## src/hw/rsc_pkg.sv

```systemverilog
package rsc_pkg;
  // Number of reset sources
  localparam int NUM_SRC = 6;
  // Cause flag positions
  localparam int CAUSE_EXT  = 0;
  localparam int CAUSE_POR  = 1;
  localparam int CAUSE_BOR  = 2;
  localparam int CAUSE_SW   = 3;
  localparam int CAUSE_WDT  = 4;
  localparam int CAUSE_MAIN_OSCILLATOR = 5;
  // Register offsets
  localparam logic [3:0] OFS_CAUSE   = 4'h0;
  localparam logic [3:0] OFS_CTRL    = 4'h1;
  localparam logic [3:0] OFS_PERIPH  = 4'h2;
  localparam logic [3:0] OFS_IRQ_ST  = 4'h3;
  localparam logic [3:0] OFS_IRQ_EN  = 4'h4;
  localparam logic [3:0] OFS_IRQ_CLR = 4'h5;
  localparam logic [3:0] OFS_STAGE   = 4'h6;
  // Control register bit positions
  localparam int CTRL_BOR_EN  = 0;
  localparam int CTRL_SYS_REQ = 1;
  localparam int CTRL_NMI_SEL = 2;
  // Reset values
  localparam logic [7:0] CTRL_RST = 8'h00;
  // Release count reached after all sources drop; the internal reset rises one cycle after it is reached
  localparam int RELEASE_CYCLES = 4;
  // Boot fetch stages after release
  typedef enum logic [2:0] {
    RSC_HOLD, RSC_FETCH_SP, RSC_FETCH_PC, RSC_FETCH_INSN, RSC_RUN
  } rsc_boot_t;
endpackage

```

## src/hw/rsc_src_if.sv

```systemverilog
`timescale 1ns/1ps
// Synchronised reset source levels
interface rsc_src_if;
  logic [5:0] active;
  logic       por;
  modport drv (output active, output por);
  modport rcv (input active, input por);
endinterface

```

## src/hw/rsc_top.sv

```systemverilog
`timescale 1ns/1ps
// How it works
// - Six sources: pin, power-on, brown-out, software, watchdog, oscillator failure.
// - Power-on resets core, peripherals and test-access controller.
// - Pin reset hits core and peripherals; test-access only gets pin config reset.
// - Brown-out, watchdog, oscillator failure reset core and peripherals, not test access.
// - Software system request resets core and peripherals, not test access.
// - Software peripheral reset touches only selected peripherals.
// - Flag of the responsible source is set after each reset.
// - Cause flags are sticky except through power-on or pin resets.
// - Power-on or pin cause clears all other flags.
// - Power-on reset held until power-on detect goes inactive.
// - After release core fetches stack pointer, program counter, instruction, then runs.
// - Power-on detect only counts during initial power-up.
// - Interrupt pin is plain GPIO after reset until reconfigured.
// - Brown-out acts like watchdog reset while low supply; needs enable bit.
module rsc_top #(
  parameter int NUM_PERIPH = 8
) (
  input  wire logic                  core_clk,
  input  wire logic                  rst_n,
  input  wire logic                  ext_reset_pin_n,
  input  wire logic                  por_detect,
  input  wire logic                  brownout_detect,
  input  wire logic                  wdt_reset,
  input  wire logic                  main_oscillator_fail,
  input  wire logic [3:0]            reg_addr,
  input  wire logic [31:0]           reg_wdata,
  input  wire logic                  reg_wr,
  input  wire logic                  reg_rd,
  output logic      [31:0]           reg_rdata,
  output logic                       irq,
  output logic                       core_rst_n,
  output logic                       periph_rst_n,
  output logic      [NUM_PERIPH-1:0] periph_sel_rst_n,
  output logic                       jtag_rst_n,
  output logic                       jtag_pin_cfg_rst_n,
  output logic                       nmi_pin_is_nmi,
  output logic      [2:0]            boot_stage
);
  rsc_src_if src ();

  logic [5:0]            raw;
  logic [5:0]            sync_src;
  logic [5:0]            reset_cause_flags;
  logic [5:0]            next_cause;
  logic [5:0]            irq_status;
  logic [5:0]            irq_en;
  logic [7:0]            ctrl;
  logic [NUM_PERIPH-1:0] periph_ctrl;
  logic                  por_seen;
  logic                  sys_req_pulse;
  logic                  core_hold;
  logic                  jtag_hold;
  logic                  core_rst_q;
  logic                  core_rst_d;
  logic                  rel_edge;
  logic [5:0]            latched;
  rsc_pkg::rsc_boot_t    boot;
  logic                  wr_ctrl;
  logic                  wr_periph;
  logic                  wr_en;
  logic                  wr_clr;
  logic [5:0]            clr_mask;
  logic                  bor_gated;
  logic                  wr_open;

  // Raw source levels, brown-out not yet gated by enable
  assign raw[rsc_pkg::CAUSE_EXT]  = ~ext_reset_pin_n;
  assign raw[rsc_pkg::CAUSE_POR]  = por_detect;
  assign raw[rsc_pkg::CAUSE_BOR]  = brownout_detect;
  assign raw[rsc_pkg::CAUSE_SW]   = 1'b0;
  assign raw[rsc_pkg::CAUSE_WDT]  = wdt_reset;
  assign raw[rsc_pkg::CAUSE_MAIN_OSCILLATOR] = main_oscillator_fail;

  // Pin-side levels cross into the core clock
  rsc_sync #(.W(6)) u_sync (
    .core_clk (core_clk),
    .rst_n    (rst_n),
    .async_in (raw),
    .sync_out (sync_src)
  );

  // Power-on detect only honoured until its first fall
  always_ff @(posedge core_clk) begin
    if (!rst_n) por_seen <= 1'b0;
    else if (src.por == 1'b0 && sync_src[rsc_pkg::CAUSE_POR]) por_seen <= 1'b0;
    else if (sync_src[rsc_pkg::CAUSE_POR]) por_seen <= 1'b1;
    else if (por_seen) por_seen <= 1'b1;
  end

  logic por_done;
  always_ff @(posedge core_clk) begin
    if (!rst_n) por_done <= 1'b0;
    else if (por_seen && !sync_src[rsc_pkg::CAUSE_POR]) por_done <= 1'b1;
  end

  assign src.por    = sync_src[rsc_pkg::CAUSE_POR] & ~por_done;
  // Brown-out enable applied only after the pin level is synchronised
  assign bor_gated  = sync_src[rsc_pkg::CAUSE_BOR] & ctrl[rsc_pkg::CTRL_BOR_EN];
  assign src.active = {sync_src[5:4], sys_req_pulse, bor_gated, src.por, sync_src[0]};

  // Domain hold terms
  assign core_hold = |src.active;
  assign jtag_hold = src.por;

  // Core and peripheral reset, released after all sources drop
  rsc_release u_core_rel (
    .core_clk  (core_clk),
    .rst_n     (rst_n),
    .hold      (core_hold),
    .dom_rst_n (core_rst_d)
  );

  rsc_release u_jtag_rel (
    .core_clk  (core_clk),
    .rst_n     (rst_n),
    .hold      (jtag_hold),
    .dom_rst_n (jtag_rst_n)
  );

  assign core_rst_n         = core_rst_d;
  assign periph_rst_n       = core_rst_d;
  // Per-peripheral reset: domain reset or software select, core untouched
  assign periph_sel_rst_n   = {NUM_PERIPH{core_rst_d}} & ~periph_ctrl;

  // Test-port pin configuration reset, registered like the other resets
  always_ff @(posedge core_clk) begin
    if (!rst_n) jtag_pin_cfg_rst_n <= 1'b0;
    else jtag_pin_cfg_rst_n <= jtag_rst_n & ~src.active[rsc_pkg::CAUSE_EXT];
  end

  // Strobe-qualified match of one register offset
  function automatic logic reg_hit(input logic       strobe,
                                   input logic [3:0] addr,
                                   input logic [3:0] ofs);
    reg_hit = strobe && (addr == ofs);
  endfunction
  // Register write decode; writes are ignored while the core is in reset
  assign wr_open   = reg_wr & core_rst_d;
  assign wr_ctrl   = reg_hit(reg_wr, reg_addr, rsc_pkg::OFS_CTRL);
  assign wr_periph = reg_hit(reg_wr, reg_addr, rsc_pkg::OFS_PERIPH);
  assign wr_en     = reg_hit(wr_open, reg_addr, rsc_pkg::OFS_IRQ_EN);
  assign wr_clr    = reg_hit(wr_open, reg_addr, rsc_pkg::OFS_IRQ_CLR);
  assign clr_mask  = wr_clr ? reg_wdata[5:0] : 6'h00;

  // Control and selection registers; core reset clears all but brown-out enable
  always_ff @(posedge core_clk) begin
    if (!rst_n) begin
      ctrl          <= rsc_pkg::CTRL_RST;
      periph_ctrl   <= '0;
      sys_req_pulse <= 1'b0;
    end else if (!core_rst_d) begin
      // Keeping the enable lets a low supply hold reset until it recovers
      ctrl          <= {rsc_pkg::CTRL_RST[7:1], ctrl[rsc_pkg::CTRL_BOR_EN]};
      periph_ctrl   <= '0;
      sys_req_pulse <= 1'b0;
    end else begin
      sys_req_pulse <= wr_ctrl & reg_wdata[rsc_pkg::CTRL_SYS_REQ];
      if (wr_ctrl) ctrl <= {reg_wdata[7:2], 1'b0, reg_wdata[0]};
      if (wr_periph) periph_ctrl <= reg_wdata[NUM_PERIPH-1:0];
    end
  end

  assign nmi_pin_is_nmi = ctrl[rsc_pkg::CTRL_NMI_SEL];

  // Latch which sources took part in the current reset
  always_ff @(posedge core_clk) begin
    if (!rst_n) latched <= 6'h00;
    else if (rel_edge) latched <= 6'h00;
    else latched <= latched | src.active;
  end

  assign rel_edge = core_rst_d & ~core_rst_q;

  // Cause update at release: power-on or pin wipes the others
  always_comb begin
    next_cause = reset_cause_flags;
    if (rel_edge) begin
      if (latched[rsc_pkg::CAUSE_POR])
        next_cause = 6'h01 << rsc_pkg::CAUSE_POR;
      else if (latched[rsc_pkg::CAUSE_EXT])
        next_cause = 6'h01 << rsc_pkg::CAUSE_EXT;
      else
        next_cause = reset_cause_flags | latched;
    end
  end

  // Sticky cause flags survive all but the full reset and power-on or pin causes
  always_ff @(posedge core_clk) begin
    if (!rst_n) begin
      reset_cause_flags <= 6'h00;
      core_rst_q        <= 1'b0;
    end else begin
      reset_cause_flags <= next_cause;
      core_rst_q        <= core_rst_d;
    end
  end

  // Interrupt status: set on each cause update, set beats clear
  always_ff @(posedge core_clk) begin
    if (!rst_n) begin
      irq_status <= 6'h00;
      irq_en     <= 6'h00;
    end else begin
      irq_status <= (irq_status & ~clr_mask) | (rel_edge ? latched : 6'h00);
      if (wr_en) irq_en <= reg_wdata[5:0];
    end
  end

  assign irq = |(irq_status & irq_en);

  // Boot fetch sequence after internal reset release
  always_ff @(posedge core_clk) begin
    if (!rst_n || !core_rst_d) boot <= rsc_pkg::RSC_HOLD;
    else begin
      case (boot)
        rsc_pkg::RSC_HOLD:       boot <= rsc_pkg::RSC_FETCH_SP;
        rsc_pkg::RSC_FETCH_SP:   boot <= rsc_pkg::RSC_FETCH_PC;
        rsc_pkg::RSC_FETCH_PC:   boot <= rsc_pkg::RSC_FETCH_INSN;
        default:                 boot <= rsc_pkg::RSC_RUN;
      endcase
    end
  end

  assign boot_stage = boot;

  // Read data, one cycle after the strobe
  always_ff @(posedge core_clk) begin
    if (!rst_n || !reg_rd) reg_rdata <= 32'h0000_0000;
    else if (reg_addr == rsc_pkg::OFS_CAUSE) reg_rdata <= {26'h0, reset_cause_flags};
    else if (reg_addr == rsc_pkg::OFS_CTRL) reg_rdata <= {24'h0, ctrl};
    else if (reg_addr == rsc_pkg::OFS_PERIPH) reg_rdata <= 32'(periph_ctrl);
    else if (reg_addr == rsc_pkg::OFS_IRQ_ST) reg_rdata <= {26'h0, irq_status};
    else if (reg_addr == rsc_pkg::OFS_IRQ_EN) reg_rdata <= {26'h0, irq_en};
    else if (reg_addr == rsc_pkg::OFS_STAGE) reg_rdata <= {29'h0, boot};
    else reg_rdata <= 32'h0000_0000;
  end
endmodule // rsc_top

```

## src/hw/rsc_sync.sv

```systemverilog
`timescale 1ns/1ps
// Two-stage synchroniser for asynchronous reset sources
module rsc_sync #(
  parameter int W = 6
) (
  input  wire logic         core_clk,
  input  wire logic         rst_n,
  input  wire logic [W-1:0] async_in,
  output logic      [W-1:0] sync_out
);
  logic [W-1:0] stage1;

  // Both stages reset inactive
  always_ff @(posedge core_clk) begin
    if (!rst_n) begin
      stage1   <= '0;
      sync_out <= '0;
    end else begin
      stage1   <= async_in;
      sync_out <= stage1;
    end
  end
endmodule // rsc_sync

```

## src/hw/rsc_release.sv

```systemverilog
`timescale 1ns/1ps
// Holds a reset low while any source is active, then counts off release
module rsc_release #(
  parameter int CYCLES = rsc_pkg::RELEASE_CYCLES
) (
  input  wire logic core_clk,
  input  wire logic rst_n,
  input  wire logic hold,
  output logic      dom_rst_n
);
  logic [7:0] cnt;
  logic       done;

  assign done = (cnt == 8'(CYCLES));

  // Restart the count whenever a source is active
  always_ff @(posedge core_clk) begin
    if (!rst_n || hold) begin
      cnt       <= 8'h00;
      dom_rst_n <= 1'b0;
    end else begin
      if (!done) cnt <= cnt + 8'h01;
      dom_rst_n <= done;
    end
  end
endmodule // rsc_release

```

## config.mk

```make
export PLATFORM = sky130hd
export DESIGN_NAME = rsc_top
export DESIGN_NICKNAME = d
export VERILOG_FILES = /design/src/hw/rsc_pkg.sv /design/src/hw/rsc_src_if.sv /design/src/hw/rsc_top.sv /design/src/hw/rsc_sync.sv /design/src/hw/rsc_release.sv
export SDC_FILE = /design/constraint.sdc
export NUM_CORES = 1
export LEC_CHECK = 0
export ABC_AREA = 1
export BUFFER_PORTS_ARGS = -buffer_cell sky130_fd_sc_hd__buf_2
export CORE_AREA = 2 2 74 104
export DETAILED_ROUTE_END_ITERATION = 6
export DIE_AREA = 0 0 76 106
export PLACE_DENSITY = 0.87
export SLEW_MARGIN = 30
export SYNTH_ARGS = -nofsm -noshare
export SYNTH_HDL_FRONTEND = slang
export SYNTH_HIERARCHICAL = 1
export SYNTH_SLANG_ARGS = --single-unit
```

## constraint.sdc

```tcl
create_clock -name core_clk -period 3.28 [get_ports core_clk]
set_clock_uncertainty 0.15 [all_clocks]
set_input_delay 0.328 -clock core_clk [delete_from_list [all_inputs] [get_ports core_clk]]
set_output_delay 0.328 -clock core_clk [all_outputs]
set_load 0.005 [all_outputs]
```

==> results by group <==
Run status
  – Run status: complete, no violations

Route
  – Via count: 3274
  – Drt drc: 0
  – Pre-Repair DR Iteration Count: 5
  – Total Wirelength: 7880 um
  – Drt via density: 5.05
  – Number of design-rule violations left by the first detailed-router iteration: 182
  – Average wire per cell in the routed design: 12.2 um
  – Remaining number of nets flagged by the antenna check after routing: 0

Finish
  – Signed area change from the synthesized netlist to the final layout: 10.7%
  – Final #Nets: 596
  – Final antenna diode count: 0
  – Final standard cell area without fillers: 4130 um2
  – Fraction of final layout cells with drive strength greater than 1: 16.3%
  – Final std cells w/o fill: 648

Placement
  – Setup Slack @ Placement: 1270 ps
  – Dpl hpwl: 5780 um
  – Final weighted congestion in routability-driven placement: 0.896
  – Post-Place Cell Area: 3900 um2
  – Placed insts: 629
  – Port Buffer Count: 45

Logic synthesis
  – Post-synth design cell area: 3730 um2
  – Number of instances in the synthesized netlist: 498
  – Avg Inst Size Synth: 7.49 um2
  – Warnings, synthesis: 6

Global route
  – Pin count of the biggest net entering global routing: 20
  – Gr ovfl total: 0
  – Global-route wire length before repair: 13000 um
  – Vias in the first global route: 3043
  – Number of antenna violations at the first check in global routing: 0
  – Overall Global Routing Usage: 20.3%

STA
  – Normalized max-slew margin: 51.9%
  – Period utilisation layout: 55.5%
  – Unrepaired setup endpoints after global routing: false
  – Setup TNS Final: 0 ps
  – Pins over their slew limit: 0
  – Max Freq: 550 MHz
  – Hold Fails Final Rpt: 0
  – Slew at the pin closest to its max-slew limit: 719 ps
  – Minimum clock period: 1820 ps
  – # setup viols final: 0
  – Least setup slack across all paths after layout: 1460 ps

Clock network
  – Worst-skew pair later-pin latency: 350 ps
  – Total number of clock tree sinks: 83
  – Library cell used as clock root buffer: sky130_fd_sc_hd__clkbuf_8
  – Number of levels the H-tree was split into: 3
  – Hold-fix buffers, CTS: 4
  – Number of CTS-inserted buffers: 9
  – Maximum root-to-sink buffer count: 2
  – Number of gates resized after cts: 0
  – CTS tree: built
  – Clock transition at the registers of the reported paths: 80 ps
  – Post-CTS Setup Bufs: 0

Power
  – Peak supply drop: 0.312 mV
  – Standby leakage power: 1.81 nW
  – Cell area power density: 460 nW/um2

Setup path
  – Category of the most critical setup path: reg2reg
  – Signal arrival time at the worst endpoint: 1880 ps
  – Endpoint kind of the worst setup timing path: flip-flop
  – Critical path peak fanout: 13
  – Category of the worst setup path launch point: flip-flop
  – Required time of the critical path: 3340 ps

Floorplan
  – Boundary pin count: 94
  – Core ar.: 7180 um2
  – Number of placement rows: 37
  – Horizontal extent of the die: 76 um
  – Die H: 106 um
  – Die area: 8060 um2
  – Starting utilization of the core area: 52.0%

Run
  – Number of maximum-capacitance constraint violations: 0

Hold path
  – Min-delay worst type: in2reg
==> final cells by class <==
type	instances	area, um2
Inverter	59	231
Sequential cell	83	1660
Clock inverter	4	51.3
Tap cell	97	121
Fill cell	637	3040
Multi-Input combinational cell	345	1660
Clock buffer	11	141
Timing Repair Buffer	49	265
==> worst max-delay path, cell delays in order (launching register included) <==
cell and delay [ps]:
sky130_fd_sc_hd__dfxtp_1 450, sky130_fd_sc_hd__inv_2 170, sky130_fd_sc_hd__nor3_4 450, sky130_fd_sc_hd__nand2_1 250, sky130_fd_sc_hd__nand2_1 130, sky130_fd_sc_hd__a21oi_1 70
==> sequential cells by signal, indices dropped and copies added, names as in the netlist, 3 cells and up <==
signal             flops
reg_rdata              8
periph_ctrl            8
ctrl                   7
irq_en                 6
latched                6
u_core_rel/cnt         8
u_jtag_rel/cnt         8
irq_status             6
u_sync/stage1          5
u_sync/sync_out        5
reset_cause_flags      6
boot_stage             3
==> report_power, final <==
group | internal, W | switching, W
clock network | 0.000369 | 0.000355
logic | 0.0000421 | 0.0000917
registers | 0.00103 | 0.0000158
==> final timing paths <==
path | start | to | slack [ps] | depth (start not counted)
max | u_core_rel/dom_rst_n | irq_en[2] | 1460 | 5
min | ext_reset_pin_n | u_sync/stage1[0] | 60 | 4
max reg2reg | u_core_rel/dom_rst_n | irq_en[2] | 1460 | 5
min reg2reg | u_sync/stage1[4] | u_sync/sync_out[4] | 260 | 2
==> cell usage in the layout (no fill, tap or decap), types with 4 or more instances in the layout <==
cell type	count
sky130_fd_sc_hd__nor2_2	9
sky130_fd_sc_hd__nand2_1	102
sky130_fd_sc_hd__nor2_1	50
sky130_fd_sc_hd__buf_2	45
sky130_fd_sc_hd__inv_2	4
sky130_fd_sc_hd__nand3_1	55
sky130_fd_sc_hd__o21ai_0	20
sky130_fd_sc_hd__ha_1	4
sky130_fd_sc_hd__nand2_2	4
sky130_fd_sc_hd__nor2_4	4
sky130_fd_sc_hd__dlygate4sd3_1	4
sky130_fd_sc_hd__inv_1	50
sky130_fd_sc_hd__clkbuf_8	10
sky130_fd_sc_hd__conb_1	24
sky130_fd_sc_hd__dfxtp_1	83
sky130_fd_sc_hd__a21oi_1	51
==> metal layers <==
layer / global-route usage, % / up-vias / part of all wire (%)
li1: - / 1640 / -
met1: 21.2 / 1494 / 39
met2: 37.0 / 113 / 51
met3: 3.06 / 27 / 4.8
met4: 14.4 / 0 / 4.8
met5: 0 / - / 0
==> metrics by stage <==
step / hold slack [ps] / total power [W] / utilization (%)
final: 56.7 / 0.00190 / 57.6
after global routing: 67.8 / 0.00198 / 57.6
after CTS: 33.6 / 0.00191 / 57.6
after detailed placement: 249 / 0.00120 / 54.3
after global placement: 244 / 0.00119 / 54.3
after floorplan: 236 / 0.00118 / -
(Power assumes the default switching activity.)
